<file path="config.mk">
export PLATFORM = sky130hd
export DESIGN_NAME = lpes_selector
export DESIGN_NICKNAME = d
export VERILOG_FILES = /design/src/design/lpes_pkg.sv /design/src/design/lpes_selector.sv
export SDC_FILE = /design/constraint.sdc
export NUM_CORES = 1
export LEC_CHECK = 0
export ABC_AREA = 1
export BUFFER_PORTS_ARGS = -buffer_cell sky130_fd_sc_hd__buf_2
export CORE_ASPECT_RATIO = 1.4
export CORE_MARGIN = 10
export CORE_UTILIZATION = 35
export CTS_CLUSTER_DIAMETER = 120
export DETAILED_ROUTE_END_ITERATION = 8
export HOLD_SLACK_MARGIN = 0.08
export PLACE_DENSITY_LB_ADDON = 0.05
export SYNTH_ARGS = -nofsm -noshare
export SYNTH_HDL_FRONTEND = slang
export SYNTH_SLANG_ARGS = --single-unit
</file>
<file path="constraint.sdc">
create_clock -name ref_clk_i -period 2.6 [get_ports ref_clk_i]
set_input_delay 0.78 -clock ref_clk_i [delete_from_list [all_inputs] [get_ports ref_clk_i]]
set_output_delay 0.78 -clock ref_clk_i [all_outputs]
set_load 0.01 [all_outputs]
</file>
<file path="src/design/lpes_pkg.sv">
// Package for the second-level cache performance event selector
package lpes_pkg;

  // Register byte offsets
  localparam logic [7:0] LPES_CTRL_OFS   = 8'h00;
  localparam logic [7:0] LPES_COUNT_OFS  = 8'h04;
  localparam logic [7:0] LPES_STATUS_OFS = 8'h08;

  // Control register fields
  localparam int LPES_EVT_LSB   = 0;
  localparam int LPES_UMASK_LSB = 8;
  localparam int LPES_EN_BIT    = 16;
  localparam logic [31:0] LPES_CTRL_RST  = 32'h0000_0000;
  localparam logic [31:0] LPES_COUNT_RST = 32'h0000_0000;

  // Event numbers
  localparam logic [7:0] LPES_EV_LOCK  = 8'h2B;
  localparam logic [7:0] LPES_EV_RQSTS = 8'h2E;
  localparam logic [7:0] LPES_EV_REJ   = 8'h30;
  localparam logic [7:0] LPES_EV_IDLE  = 8'h32;
  localparam logic [7:0] LPES_EV_TRANS = 8'h3A;

  // Fixed architectural unit masks of the request and transition events
  localparam logic [7:0] LPES_UM_DEM_MISS = 8'h41;
  localparam logic [7:0] LPES_UM_DEM_ALL  = 8'h4F;
  localparam logic [7:0] LPES_UM_NONE     = 8'h00;

  // Unit-mask subfields: core [7:6], prefetch [5:4], line state [3:0]
  localparam int LPES_CORE_MSB  = 7;
  localparam int LPES_CORE_LSB  = 6;
  localparam int LPES_PF_MSB    = 5;
  localparam int LPES_PF_LSB    = 4;
  localparam int LPES_STATE_MSB = 3;
  localparam logic [1:0] LPES_CORE_BOTH = 2'h3;
  localparam logic [1:0] LPES_PF_ALL    = 2'h3;
  localparam logic [1:0] LPES_PF_HW     = 2'h1;
  localparam logic [1:0] LPES_PF_DEMAND = 2'h0;

  // Line state index, one bit per state in the state mask
  typedef enum logic [1:0] {
    LPES_ST_I = 2'h0,
    LPES_ST_S = 2'h1,
    LPES_ST_E = 2'h2,
    LPES_ST_M = 2'h3
  } lpes_state_t;

  // AHB transfer type
  localparam logic [1:0] LPES_HTRANS_NONSEQ = 2'h2;

  // Per-core event sources, one cycle each
  typedef struct packed {
    logic        lock_v;     // Locked access missing first-level cache
    lpes_state_t lock_st;
    logic        rqst_v;     // Completed second-level request
    logic        rqst_hwpf;  // Request came from hardware prefetcher
    logic        rqst_hit;   // Request hit the second-level cache
    lpes_state_t rqst_st;
    logic        busq_v;     // Pending request wants the bus queue
    logic        busq_hwpf;
    lpes_state_t busq_st;
    logic        pend;       // Any second-level request pending
  } lpes_core_ev_t;

  // Power-state event sources
  typedef struct packed {
    logic freq_chg;          // Frequency change, any voltage
    logic throttle;          // Thermal throttle transition
    logic active;            // Core in active execution state
  } lpes_pwr_ev_t;

endpackage

</file>
<file path="src/design/lpes_selector.sv">
// Second-level cache performance event selector with AHB-Lite registers
// Contract
// Event 2BH counts each locked access that missed the first-level data cache.
// The core subfield of the unit mask selects the own core alone or both cores.
// Lock, request and rejection events count only lines in states set in the state mask.
// Event 2EH counts every completed second-level request from all listed sources.
// Request and rejection events count demand, prefetch or both as the mask chooses.
// Event 2EH mask 41H counts own-core demand requests that miss, no prefetches.
// Event 2EH mask 4FH counts every own-core demand request, hit or miss.
// Masks 41H and 4FH are decoded as fixed encodings independent of the subfields.
// Event 30H counts when a pending bus-bound request is held out of the bus queue.
// A rejection arises from a full bus queue or a queue entry in the same set.
// A rejected request counts once per rejected cycle, so repeats add again.
// Event 32H counts each cycle with no pending request on the own core.
// With both cores selected, event 32H counts only when neither core is pending.
// Event 32H keeps counting while one core is halted and the other runs.
// Event 3AH counts each frequency-changing transition, throttling included.
// Event 3AH counts only while the core is in its active execution state.
// Event and mask are compared every cycle and give a one-cycle increment pulse.
//
// Chosen here: the AHB-Lite register port and the placing of the registers.
module lpes_selector
  import lpes_pkg::*;
#(
  parameter int CNT_W = 32
) (
  input  wire logic                ref_clk_i,
  input  wire logic                resetn_i,
  input  wire logic                ce_i,
  input  wire logic                hsel_i,
  input  wire logic [31:0]         haddr_i,
  input  wire logic [1:0]          htrans_i,
  input  wire logic                hwrite_i,
  input  wire logic [2:0]          hsize_i,
  input  wire logic [31:0]         hwdata_i,
  input  wire logic                hready_i,
  output logic                     hreadyout_o,
  output logic                     hresp_o,
  output logic [31:0]              hrdata_o,
  input  wire lpes_pkg::lpes_core_ev_t [1:0] core_ev_i,
  input  wire lpes_pkg::lpes_pwr_ev_t        pwr_ev_i,
  input  wire logic                busq_full_i,
  input  wire logic                busq_set_hit_i,
  output logic                     inc_o,
  output logic [1:0]               inc_cnt_o
);
  import lpes_pkg::*;

  // Register state
  logic [31:0]      ctrl_q;
  logic [CNT_W-1:0] count_q;
  logic             inc_q;
  logic [1:0]       inc_cnt_q;
  logic             supp_q;

  // Bus data-phase state
  logic             wr_pend_q;
  logic [7:0]       wr_ofs_q;
  logic [31:0]      rdata_q;

  // Decode of the programmed selection
  logic [7:0]       evt_sel;
  logic [7:0]       umask;
  logic             cnt_en;
  logic             both_core;
  logic [1:0]       pf_sel;
  logic [3:0]       st_mask;

  // Per-core qualified hits and the final selection
  logic [1:0]       lock_hit;
  logic [1:0]       rqst_hit;
  logic [1:0]       rej_hit;
  logic [1:0]       core_used;
  logic [1:0]       hit_vec;
  logic             idle_hit;
  logic             trans_hit;
  logic             supp_d;
  logic [1:0]       inc_cnt_d;

  assign evt_sel   = ctrl_q[LPES_EVT_LSB +: 8];
  assign umask     = ctrl_q[LPES_UMASK_LSB +: 8];
  assign cnt_en    = ctrl_q[LPES_EN_BIT];
  assign both_core = (umask[LPES_CORE_MSB:LPES_CORE_LSB] == LPES_CORE_BOTH);
  assign pf_sel    = umask[LPES_PF_MSB:LPES_PF_LSB];
  assign st_mask   = umask[LPES_STATE_MSB:0];

  // Own core is index 0; the other core joins only with the both-cores mask
  // core qualifier
  assign core_used = {both_core, 1'b1};

  // Line-state filter: one mask bit per coherence state
  function automatic logic st_ok(input lpes_state_t st, input logic [3:0] msk);
    st_ok = msk[st];
  endfunction

  // Demand/prefetch filter; the unused encoding counts nothing
  function automatic logic pf_ok(input logic hwpf, input logic [1:0] sel);
    case (sel)
      LPES_PF_ALL:    pf_ok = 1'b1;
      LPES_PF_HW:     pf_ok = hwpf;
      LPES_PF_DEMAND: pf_ok = ~hwpf;
      default:        pf_ok = 1'b0;
    endcase
  endfunction

  // Per-core qualification of the cache events
  always_comb begin
    for (int c = 0; c < 2; c++) begin
      // locked first-level miss
      // state filter on locks
      lock_hit[c] = core_used[c] & core_ev_i[c].lock_v &
                    st_ok(core_ev_i[c].lock_st, st_mask);
      // completed requests counted
      // demand/prefetch split
      rqst_hit[c] = core_used[c] & core_ev_i[c].rqst_v &
                    pf_ok(core_ev_i[c].rqst_hwpf, pf_sel) &
                    st_ok(core_ev_i[c].rqst_st, st_mask);
      // held back from bus queue
      // full queue or set conflict
      // every rejected cycle counts
      rej_hit[c]  = core_used[c] & core_ev_i[c].busq_v &
                    (busq_full_i | busq_set_hit_i) &
                    pf_ok(core_ev_i[c].busq_hwpf, pf_sel) &
                    st_ok(core_ev_i[c].busq_st, st_mask);
    end
  end

  // Idle cycles look only at pending flags, never at halt state
  // own core idle
  // both cores idle
  // halt does not gate
  assign idle_hit = ~core_ev_i[0].pend & ~(both_core & core_ev_i[1].pend);

  // Frequency transitions, throttling included, only while active
  // frequency-changing transitions
  // active state only
  assign trans_hit = (pwr_ev_i.freq_chg | pwr_ev_i.throttle) & pwr_ev_i.active;

  // Event routing; lock, request and rejection events may fire for both cores at once
  // compare and route
  always_comb begin
    hit_vec = 2'h0;
    supp_d  = 1'b1;
    case (evt_sel)
      LPES_EV_LOCK: begin
        hit_vec = lock_hit;
      end
      LPES_EV_RQSTS: begin
        // fixed architectural masks
        if (umask == LPES_UM_DEM_MISS) begin
          // own demand misses
          hit_vec = {1'b0, core_ev_i[0].rqst_v & ~core_ev_i[0].rqst_hwpf &
                           ~core_ev_i[0].rqst_hit};
        end else if (umask == LPES_UM_DEM_ALL) begin
          // own demand, hit or miss
          hit_vec = {1'b0, core_ev_i[0].rqst_v & ~core_ev_i[0].rqst_hwpf};
        end else begin
          hit_vec = rqst_hit;
        end
      end
      LPES_EV_REJ: begin
        hit_vec = rej_hit;
      end
      LPES_EV_IDLE: begin
        hit_vec = {1'b0, idle_hit};
      end
      LPES_EV_TRANS: begin
        if (umask == LPES_UM_NONE) begin
          hit_vec = {1'b0, trans_hit};
        end else begin
          supp_d = 1'b0;
        end
      end
      default: begin
        supp_d = 1'b0;
      end
    endcase
  end

  // Add the two core hits; disabled selection gives no increments
  assign inc_cnt_d = cnt_en ? ({1'b0, hit_vec[0]} + {1'b0, hit_vec[1]}) : 2'h0;

  // Registered increment pulse, one cycle per qualifying cycle
  // one-cycle pulse
  always_ff @(posedge ref_clk_i) begin
    if (!resetn_i) begin
      inc_q     <= 1'b0;
      inc_cnt_q <= 2'h0;
      supp_q    <= 1'b0;
    end else if (ce_i) begin
      inc_q     <= (inc_cnt_d != 2'h0);
      inc_cnt_q <= inc_cnt_d;
      supp_q    <= supp_d;
    end
  end

  assign inc_o     = inc_q;
  assign inc_cnt_o = inc_cnt_q;

  // Bus handshake: zero wait states, stalled only while frozen
  logic addr_ph;
  assign addr_ph     = hsel_i & hready_i & (htrans_i == LPES_HTRANS_NONSEQ);
  assign hreadyout_o = ce_i;
  assign hresp_o     = 1'b0;
  assign hrdata_o    = rdata_q;

  // Read mux for the address phase; unmapped offsets read zero
  logic [31:0] rd_mux;
  always_comb begin
    case (haddr_i[7:0])
      LPES_CTRL_OFS:   rd_mux = ctrl_q;
      LPES_COUNT_OFS:  rd_mux = 32'(count_q);
      LPES_STATUS_OFS: rd_mux = {28'h0, core_ev_i[1].pend, core_ev_i[0].pend,
                                 supp_q, inc_q};
      default:         rd_mux = 32'h0000_0000;
    endcase
    if (haddr_i[31:8] != 24'h0) begin
      rd_mux = 32'h0000_0000;
    end
  end

  // Address phase capture; read data is latched here so it is a flop output
  always_ff @(posedge ref_clk_i) begin
    if (!resetn_i) begin
      wr_pend_q <= 1'b0;
      wr_ofs_q  <= 8'h00;
      rdata_q   <= 32'h0000_0000;
    end else if (ce_i) begin
      wr_pend_q <= addr_ph & hwrite_i & (haddr_i[31:8] == 24'h0);
      wr_ofs_q  <= haddr_i[7:0];
      if (addr_ph && !hwrite_i) begin
        rdata_q <= rd_mux;
      end
    end
  end

  // Control register, written in the data phase
  always_ff @(posedge ref_clk_i) begin
    if (!resetn_i) begin
      ctrl_q <= LPES_CTRL_RST;
    end else if (ce_i && wr_pend_q && wr_ofs_q == LPES_CTRL_OFS) begin
      ctrl_q <= {15'h0, hwdata_i[16:0]};
    end
  end

  // Counter; a write in the same cycle as a count keeps the increment
  always_ff @(posedge ref_clk_i) begin
    if (!resetn_i) begin
      count_q <= CNT_W'(LPES_COUNT_RST);
    end else if (ce_i) begin
      if (wr_pend_q && wr_ofs_q == LPES_COUNT_OFS) begin
        count_q <= CNT_W'(hwdata_i) + CNT_W'(inc_cnt_q);
      end else begin
        count_q <= count_q + CNT_W'(inc_cnt_q);
      end
    end
  end

  // Unused bus fields: only whole-word singles are expected
  logic unused_ok;
  assign unused_ok = ^{hsize_i, haddr_i[1:0]};

endmodule

</file>
==> metrics.md, run 1 <==
| Metric | Value |
|---|---|
| Worst clock skew | `0.0118 ns` |
| Effective utilization at floorplan | `35.7%` |
| FF+latch count, synth | `94` |
| Post-Layout Cell Count | `1373` |
| Required time worst endpoint | `2.86 ns` |
| Post-synth top area share | `30.3%` |
| Crit share post-route | `92.5%` |
| GRT Util Overall | `19.8%` |
| CTS H-tree lvls | `3` |
| Slew Limit Headroom | `57.2%` |
| Setup crit end | `count_q[23]$_SDFFE_PN0P_` |
| Register area | `1880 um^2` |
| Synthesized area | `6210 um^2` |
| Sequential-to-total area share from yosys stat | `30.3%` |
| Initial antenna violation count | `0` |
| Dpl cell area | `7200 um^2` |
| PD cells | `469 nW/um^2` |
| Die H | `178 um` |
| Post-route ant nets | `0` |
| Synth async-reset ratio | `0%` |
| Kind of critical path | `register to register` |
| DRC Markers | `0` |
| Detailed Place HPWL | `18.5 mm` |
| DIE AREA | `23500 um^2` |
| Cells after Synth | `1004` |
| Yosys cell types | `43` |
| Min Tclk post-route | `2.41 ns` |
| Placement Setup Slack | `0.00897 ns` |
| Nets | `1243` |
| Clock Latency Late Sink | `0.37 ns` |
| N_diodes | `0` |
| Global-route wire length before repair | `36.7 mm` |
| Setup bufs post-CTS | `0` |
| I/O pin count | `143` |
| Reg2reg path depth | `16` |
| Cell Rows | `57` |
| Area leader, netlist | `dfxtp_1` |
| Post-synth EDFFs | `0` |
| CTS Buffer Depth | `2` |
| P_leak | `3.33 nW` |
| Max VDD drop | `247 uV` |
| CTS-repair resized insts | `0` |
| Setup ws final | `0.194 ns` |
| Hold WC Path Type | `register to register` |
| Final number of hold-violating endpoints | `0` |
| Cts hold-fix bufs | `0` |
| DRT iter0 DRCs | `391` |
| Core Area | `17400 um^2` |
| Clock transition at path regs | `0.07 ns` |
| Vias per cell | `5.06` |
| Inst Count DP | `1358` |
| Flop-to-flop setup slack | `0.19 ns` |
| Final Max Slew Viols | `0` |
| Number of synthesis warnings | `0` |
| Pin count of the biggest net entering global routing | `62` |
| Syn_area_per_cell | `6.18 um^2` |
| Max_cap viols | `0` |
| Post-synth net total | `1114` |
| Drt pass-1 iters | `6` |
| Root buf cell | `clkbuf_16` |
| CTS tree | `built` |
| Post-Route Setup TNS | `0 ns` |
| Final instance area | `7550 um^2` |
| P&R area growth vs syn | `21.7%` |
| Total CTS buffers | `9` |
| Worst r2r src | `wr_ofs_q[5]$_SDFFE_PN0P_` |
| Synth area leaders | `dfxtp_1 30%, nand2_1 16%, nand3_1 8.0%, a21oi_1 7.9%, inv_1 6.2%` |
| Fill count | `1950` |
| Worst Path Max Fanout | `6` |
| Unrepaired setup endpoints after global routing | `no` |
| Vias in the first global route | `6750` |
| Crit path capture type | `register` |
| Multi-input logic area | `3680 um^2` |
| Chip width | `133 um` |
| Overflow after GRT | `0` |
| Clk sink count | `94` |
| Post-Route WL | `23.8 mm` |
| Worst slew pin tran | `0.636 ns` |
| Status | `finished, final reports clean` |
| # setup viols final | `0` |
| Most used DFF post-synth | `dfxtp_1` |
| Layout cells sized above 1 | `20.5%` |
| Worst r2r dst | `count_q[23]$_SDFFE_PN0P_` |
| Port Buffers | `137` |
| GPL Wtd Cong | `0.928` |
| CP Launch Type | `register` |
| Post-DR wirelength/cell | `17.4 um` |
| CP startpoint | `wr_ofs_q[5]$_SDFFE_PN0P_` |
| Fmax | `0.416 GHz` |
| Via Count | `6942` |
| Arrival time of the worst setup path | `2.67 ns` |
| Pwr Total | `3.54 mW` |
[worst min-delay path by stage]
stage               slack (ns)                         to                       from  cells past startpoint
detailed placement        0.45  hrdata_o[21]$_SDFFE_PN0P_  hrdata_o[21]$_SDFFE_PN0P_                      2
global placement          0.45   hrdata_o[6]$_SDFFE_PN0P_   hrdata_o[6]$_SDFFE_PN0P_                      2
finish                    0.46   hrdata_o[8]$_SDFFE_PN0P_   hrdata_o[8]$_SDFFE_PN0P_                      2
CTS                       0.46   hrdata_o[7]$_SDFFE_PN0P_   hrdata_o[7]$_SDFFE_PN0P_                      2
floorplan                 0.44  hrdata_o[22]$_SDFFE_PN0P_   count_q[22]$_SDFFE_PN0P_                      2
global route              0.48  hrdata_o[21]$_SDFFE_PN0P_  hrdata_o[21]$_SDFFE_PN0P_                      2
[power breakdown]
group          internal, mW  switching (mW)  leakage [nW]
logic                 0.161           0.284          2.39
registers              1.48          0.0320         0.767
clock network         0.948           0.638         0.168
[metal layers]
layer,wire length [um],vias up,global-route usage [%]
li1,-,3549,-
met1,9670,3172,21.7
met2,12100,177,35.5
met3,918,44,3.23
met4,1170,0,11.3
met5,0,-,0
[layout make-up]
type                    count  area share [%]
inverters                 111            5.52
multi-input cells         753            48.7
well taps                 236            3.91
clock inverters             6            1.57
repair buffers            164            12.4
flip-flops and latches     94            24.9
clock buffers               9            2.98
[critical path, cell delays in order (launching register included)]
cell,delay (ns)
dfxtp_1,0.31
nor2_1,0.17
nand2_2,0.11
inv_2,0.09
nand2_4,0.08
nor2_1,0.09
a21oi_1,0.07
ha_1,0.28
a21oi_1,0.07
nor2_2,0.24
nand3_2,0.23
inv_1,0.19
nand3_1,0.09
nand2_1,0.06
nand3_1,0.09
nand2_1,0.09
inv_1,0.04
[cells in the mapped netlist, types with 2 or more instances]
master and number:
nand2_1 272, inv_1 103, nand3_1 99, a21oi_1 98
dfxtp_1 94, nor2_1 86, o21ai_0 62, clkbuf_1 23
nand3b_1 20, nor2_2 18, buf_2 14, o22ai_1 14
nand2_2 13, nand4_1 13, nor4_1 10, inv_2 7
xor2_1 7, nor2_4 6, buf_6 5, nand3_2 4
o221ai_1 4, buf_4 3, ha_1 3, nor3_1 3
a2111oi_0 2, a31oi_1 2, nor3_2 2, o2111ai_1 2
[registers in the layout (all words and copies together), names as in the netlist]
register / cells
count_q: 32
hrdata_o: 32
ctrl_q: 17
wr_ofs_q: 8
inc_cnt_o: 2
inc_o: 1
supp_q: 1
wr_pend_q: 1
[metrics by stage]
step                      utilization (%)  hold slack, ns
after floorplan                         -           0.439
after global placement               41.4           0.451
after detailed placement             41.4           0.452
after CTS                            43.4           0.463
after global routing                 43.4           0.478
final                                43.4           0.460
[placed cells by master (no fill, tap or decap), types with 2 or more instances in the layout]
| cell | netlist | routed |
|---|---|---|
| nor3_2 | 2 | 2 |
| o22ai_1 | 14 | 14 |
| buf_12 | 0 | 4 |
| nor2_1 | 86 | 86 |
| nor3_1 | 3 | 3 |
| a2111oi_0 | 2 | 2 |
| nand2_2 | 13 | 13 |
| inv_2 | 7 | 7 |
| nand4_1 | 13 | 13 |
| nand3b_1 | 20 | 20 |
| o221ai_1 | 4 | 4 |
| a21oi_1 | 98 | 98 |
| nand3_1 | 99 | 99 |
| nor2_2 | 18 | 17 |
| nand2_1 | 272 | 272 |
| ha_1 | 3 | 3 |
| xor2_1 | 7 | 7 |
| bufinv_16 | 0 | 3 |
| clkbuf_16 | 0 | 9 |
| buf_2 | 14 | 137 |
| nor4_1 | 10 | 10 |
| dfxtp_1 | 94 | 93 |
| nor2_4 | 6 | 7 |
| o2111ai_1 | 2 | 2 |
| o21ai_0 | 62 | 62 |
| a31oi_1 | 2 | 2 |
| inv_1 | 103 | 103 |
| nand3_2 | 4 | 4 |
| buf_4 | 3 | 23 |
[cells by family (layout without fill, tap and decap cells)]
kind of cell | after synthesis | count (layout) | share of synthesized area [%]
flip-flops | 94 | 94 | 30.3
buffers and inverters | 157 | 290 | 10.6
adder cells (fa/ha/maj) | 4 | 4 | 0.927
XOR/XNOR | 7 | 7 | 0.987
AND/OR/NAND/NOR | 551 | 551 | 40.8
other | 1 | 1 | 0.0604
AO/OA/AOI/OAI | 190 | 190 | 16.4
Power figures use the tool's default switching activity.
==> run 2, diff against run 1 <==
Settings changed: BUFFER_PORTS_ARGS -buffer_cell sky130_fd_sc_hd__buf_2 to unset, CORE_MARGIN 10 to 8, CTS_CLUSTER_SIZE set to 10, DONT_BUFFER_PORTS set to 1.
==> run 2 against run 1 <==
Against the previous run: total power decreased by 10%; maximum frequency down 0.66%; utilization down 4.6 points; clock power shrank 16%; cell count down 10%; flip-flop and latch count stayed put; non-clock buffer count fell by 142; routed wire length shrank 2.1%; design area fell by 11%; critical path depth shrank 2; highest routed layer unchanged.
==> metrics.md, run 2 (synthesized netlist as in run 1, its figures left out) <==
| Metric | Value |
|---|---|
| GPL Wtd Cong | `0.903` |
| Clock transition at path regs | `0.07 ns` |
| Worst slew pin tran | `0.607 ns` |
| Final number of hold-violating endpoints | `0` |
| Layout cells sized above 1 | `9.14%` |
| Min-Delay Path Depth | `2` |
| Slew Limit Headroom | `59.2%` |
| Post-Route WL | `23.4 mm` |
| Clock network fraction of design power | `42.2%` |
| Unrepaired setup endpoints after global routing | `no` |
| Drt pass-1 iters | `5` |
| Crit share post-route | `93.2%` |
| CTS tree | `built` |
| Total CTS buffers | `9` |
| DIE AREA | `22300 um^2` |
| Most frequent cells in the layout | `272 x nand2_1, 103 x inv_1, 99 x nand3_1` |
| Hold WC Path Type | `register to register` |
| P&R area growth vs syn | `8.79%` |
| Arrival time of the worst setup path | `2.67 ns` |
| Post-DR wirelength/cell | `19.0 um` |
| Initial antenna violation count | `0` |
| Vias in the first global route | `6213` |
| I/O pin count | `143` |
| GRT Util Overall | `20.8%` |
| Root buf cell | `clkbuf_16` |
| Nets | `1101` |
| Kind of critical path | `register to register` |
| Sw Share | `28.9%` |
| Clock Latency Late Sink | `0.36 ns` |
| Effective utilization at floorplan | `35.7%` |
| CP Launch Type | `register` |
| Chip width | `129 um` |
| Overflow after GRT | `0` |
| Hold wc startpoint | `count_q[31]$_SDFFE_PN0P_` |
| Flop-to-flop setup slack | `0.18 ns` |
| DRT iter0 DRCs | `418` |
| Required time worst endpoint | `2.85 ns` |
| Min Tclk post-route | `2.42 ns` |
| Cell-internal power | `2.26 mW` |
| Post-Layout Cell Count | `1232` |
| Reg2reg path depth | `14` |
| Inst Count DP | `1216` |
| # setup viols final | `0` |
| CTS Buffer Depth | `2` |
| Detailed Place HPWL | `18.1 mm` |
| Clk sink count | `94` |
| Die H | `174 um` |
| Post-Route Setup TNS | `0 ns` |
| Status | `finished, final reports clean` |
| NetSw | `918 uW` |
| Min-Delay Endpoint | `hrdata_o[31]$_SDFFE_PN0P_` |
| Via Count | `6416` |
| Vias per cell | `5.21` |
| CTS H-tree lvls | `3` |
| Fill count | `2014` |
| Sequential power share | `47.6%` |
| Worst r2r dst | `count_q[7]$_SDFFE_PN0P_` |
| Leading cell type in the layout, fill and taps excluded | `nand2_1` |
| DRC Markers | `0` |
| Max VDD drop | `245 uV` |
| Final Max Slew Viols | `0` |
| Pin count of the biggest net entering global routing | `53` |
| Max_cap viols | `0` |
| Worst r2r src | `wr_ofs_q[5]$_SDFFE_PN0P_` |
| P_leak | `2.67 nW` |
| PD cells | `470 nW/um^2` |
| Worst clock skew | `0.0137 ns` |
| Post-route ant nets | `0` |
| Comb pwr share | `10.2%` |
| Cell Rows | `57` |
| Crit path capture type | `register` |
| Global-route wire length before repair | `35.4 mm` |
| Worst Path Max Fanout | `6` |
| Core Area | `17400 um^2` |
| Fmax | `0.413 GHz` |
| Setup bufs post-CTS | `0` |
| Cts hold-fix bufs | `0` |
| CTS-repair resized insts | `0` |
| Port Buffers | `0` |
| N_diodes | `0` |
## run 2: changes by cell type in the layout (fill, tap and decap cells not counted), sizes merged
cell,change
clkinvlp,+1
inv,+1
buf,-142
bufinv,-3
clkinv,+2
## run 2: how the worst max path moves through the flow
stage	from	slack [ns]	end
global route	wr_ofs_q[5]$_SDFFE_PN0P_	0.02	count_q[17]$_SDFFE_PN0P_
floorplan	wr_ofs_q[0]$_SDFFE_PN0P_	0.23	count_q[16]$_SDFFE_PN0P_
CTS	wr_ofs_q[5]$_SDFFE_PN0P_	0.11	count_q[8]$_SDFFE_PN0P_
global placement	wr_ofs_q[5]$_SDFFE_PN0P_	0.14	count_q[8]$_SDFFE_PN0P_
finish	wr_ofs_q[5]$_SDFFE_PN0P_	0.18	count_q[7]$_SDFFE_PN0P_
detailed placement	wr_ofs_q[5]$_SDFFE_PN0P_	0.13	count_q[8]$_SDFFE_PN0P_
## run 2: worst max-delay path: stages (launching register included)
cell     delay, ns
dfxtp_1       0.31
nor2_1        0.19
nand2_2       0.11
inv_2         0.10
nand2_4       0.09
nor2_1        0.10
a21oi_1       0.07
ha_1          0.28
a21oi_1       0.07
nor2_2        0.19
nand3_2       0.21
inv_1         0.22
o21ai_0       0.09
o21ai_0       0.21
inv_1         0.06
## run 2: power by group through the flow
stage	logic (mW)	registers, mW	clock network (mW)
5_1_grt	0.366	1.52	1.43
3_5_place_dp	0.324	1.55	0
6_report	0.324	1.51	1.34
3_3_place_gp	0.323	1.55	0
4_1_cts	0.325	1.51	1.39
2_1_floorplan	0.264	1.53	0
## run 2: through the flow
step	power (mW)	hold WS, ns	utilization, %	area [um^2]	worst slack [ns]
after global routing	3.32	0.499	38.8	6760	0.0242
final	3.17	0.471	38.8	6760	0.178
after floorplan	1.80	0.439	-	6210	0.228
after CTS	3.23	0.472	38.8	6750	0.114
after global placement	1.87	0.450	37.1	6460	0.141
after detailed placement	1.87	0.455	37.1	6460	0.128
## run 2: cell type report
type	instances	area, um^2	area share (%)
Multi-Input combinational cell	753	3680	54.4
Tap cell	236	295	4.37
Inverter	111	417	6.17
Sequential cell	94	1880	27.9
Timing Repair Buffer	22	190	2.82
Clock inverter	7	68.8	1.02
Clock buffer	9	225	3.33
## run 2: layer usage
layer,routed length (um),global-route usage [%]
met1,8960,22.2
met2,12200,38.3
met3,1450,4.28
met4,735,8.40
met5,0,0
==> run 3, diff against run 2 <==
==> constraint.sdc (replaced) <==
create_clock -name ref_clk_i -period 2.6 [get_ports ref_clk_i]
set_input_delay 0 -clock ref_clk_i [delete_from_list [all_inputs] [get_ports ref_clk_i]]
set_output_delay 0 -clock ref_clk_i [all_outputs]
set_load 0.01 [all_outputs]
==> run 3 against run 2 <==
Against the previous run: sequential power about the same; total power increased by 2.6%; highest routed layer unchanged; global-route usage is 1.1 points higher; routed wire length is 4.2% higher; register-to-register slack better by 0.04 ns; combinational power grew 30%; design area rose by 8.5%; maximum frequency increased by 1.4%; cell count grew 4.7%; largest cell class unchanged; flip-flop and latch count unchanged; via count rose by 4.6%; count of clock-buffer cells in the layout is the same.
==> metrics.md, run 3 (synthesized netlist as in run 1, its figures left out) <==
| Metric | Value |
|---|---|
| Crit share post-route | `91.8%` |
| Worst r2r dst | `count_q[20]$_SDFFE_PN0P_` |
| Arrival time of the worst setup path | `2.68 ns` |
| Final Max Slew Viols | `0` |
| Root buf cell | `clkbuf_16` |
| CTS Buffer Depth | `2` |
| Effective utilization at floorplan | `35.7%` |
| Final instance area | `7330 um^2` |
| Detailed Place HPWL | `18.2 mm` |
| CTS H-tree lvls | `3` |
| CTS tree | `built` |
| Post-Route Setup TNS | `0 ns` |
| Dpl cell area | `6440 um^2` |
| P_leak | `2.91 nW` |
| Worst slew pin tran | `1.11 ns` |
| Leading cell type in the layout, fill and taps excluded | `nand2_1` |
| Worst Path Max Fanout | `13` |
| Reg2reg path depth | `14` |
| P&R area growth vs syn | `18.1%` |
| Cell Rows | `57` |
| Min-Delay Endpoint | `count_q[23]$_SDFFE_PN0P_` |
| Post-Route WL | `24.3 mm` |
| Status | `finished, final reports clean` |
| Min-Delay Path Depth | `6` |
| Kind of critical path | `input pin to register` |
| Chip width | `129 um` |
| Layout cells sized above 1 | `9.01%` |
| Max_cap viols | `0` |
| I/O pin count | `143` |
| Most frequent cells in the layout | `272 x nand2_1, 103 x inv_1, 99 x nand3_1` |
| DRC Markers | `0` |
| Via Count | `6710` |
| Hold WC Path Type | `input pin to register` |
| Initial antenna violation count | `0` |
| Drt pass-1 iters | `5` |
| Fmax | `0.419 GHz` |
| Pin count of the biggest net entering global routing | `62` |
| Min Tclk post-route | `2.39 ns` |
| Worst clock skew | `0.00912 ns` |
| Hold slack | `0.0853 ns` |
| GPL Wtd Cong | `0.874` |
| Clk sink count | `94` |
| Unrepaired setup endpoints after global routing | `yes` |
| Crit path capture type | `register` |
| Hold wc startpoint | `hwdata_i[23]` |
| Core Area | `17400 um^2` |
| Flop-to-flop setup slack | `0.22 ns` |
| Post-DR wirelength/cell | `18.9 um` |
| Global-route wire length before repair | `37.4 mm` |
| Die H | `174 um` |
| CP Launch Type | `input pin` |
| DIE AREA | `22300 um^2` |
| Worst r2r src | `wr_ofs_q[5]$_SDFFE_PN0P_` |
| Final number of hold-violating endpoints | `0` |
| DRT iter0 DRCs | `366` |
| Clock transition at path regs | `0.08 ns` |
| Nets | `1159` |
| Slew Limit Headroom | `25.4%` |
| Required time worst endpoint | `2.89 ns` |
| # setup viols final | `0` |
| Total CTS buffers | `9` |
| Vias per cell | `5.20` |
| N_diodes | `0` |
| GRT Util Overall | `21.9%` |
| Post-route ant nets | `0` |
| Final core occ | `42.1%` |
| Port Buffers | `0` |
| Max VDD drop | `276 uV` |
| Vias in the first global route | `6574` |
| PD cells | `444 nW/um^2` |
| Clock Latency Late Sink | `0.36 ns` |
| Overflow after GRT | `0` |
## run 3: per-stage QoR
step	power (mW)	cells	worst slack [ns]
finish	3.26	1290	0.212
global placement	1.87	1216	0.222
floorplan	1.80	1004	0.228
global route	3.42	1290	-0.0313
detailed placement	1.87	1216	0.187
CTS	3.31	1287	0.0555
## run 3: final cells by class
| type | instances | area (um^2) |
|---|---|---|
| clock buffers | 9 | 225 |
| inverters | 111 | 417 |
| flip-flops and latches | 94 | 1880 |
| clock inverters | 7 | 67.6 |
| well taps | 236 | 295 |
| repair buffers | 80 | 768 |
| multi-input cells | 753 | 3680 |
| fillers | 2020 | 10100 |
## run 3: critical path, stage by stage
cell and delay [ns]:
dlygate4sd3_1 0.54, nor4_1 0.14, dlygate4sd3_1 0.58, nand4_1 0.16
nor4_4 0.28, buf_4 0.22, nand2_1 0.07, dlygate4sd3_1 0.56
a21oi_1 0.12
## run 3: worst max-delay path by stage
stage	from	end	slack, ns	depth (start not counted)
CTS	haddr_i[14]	hrdata_o[23]$_SDFFE_PN0P_	0.06	8
finish	haddr_i[30]	hrdata_o[23]$_SDFFE_PN0P_	0.21	9
detailed placement	wr_ofs_q[5]$_SDFFE_PN0P_	count_q[25]$_SDFFE_PN0P_	0.19	16
global placement	wr_ofs_q[5]$_SDFFE_PN0P_	count_q[20]$_SDFFE_PN0P_	0.22	14
global route	wr_ofs_q[0]$_SDFFE_PN0P_	count_q[20]$_SDFFE_PN0P_	-0.03	14
floorplan	wr_ofs_q[0]$_SDFFE_PN0P_	count_q[16]$_SDFFE_PN0P_	0.23	17
## run 3: power by group
group / total [mW] / switching [mW] / internal (mW)
clock network: 1.33 / 0.654 / 0.673
registers: 1.51 / 0.0321 / 1.48
logic: 0.420 / 0.265 / 0.155
total: 3.26 / 0.950 / 2.31
## run 3: timing repair
action | 4_1_cts | 5_1_grt
resized for setup | 0 | 1
endpoints found under the hold margin | 89 | 0
hold buffers | 55 | 0
setup buffers | 0 | 3
setup endpoints to repair | 0 | 12
## run 3: layer usage
| layer | global-route usage, % | vias up | wire length, um |
|---|---|---|---|
| met5 | 0 | - | 0 |
| met4 | 12.9 | 0 | 1340 |
| met3 | 3.91 | 51 | 1270 |
| met2 | 38.7 | 179 | 12300 |
| met1 | 23.8 | 3108 | 9380 |
| li1 | - | 3372 | - |
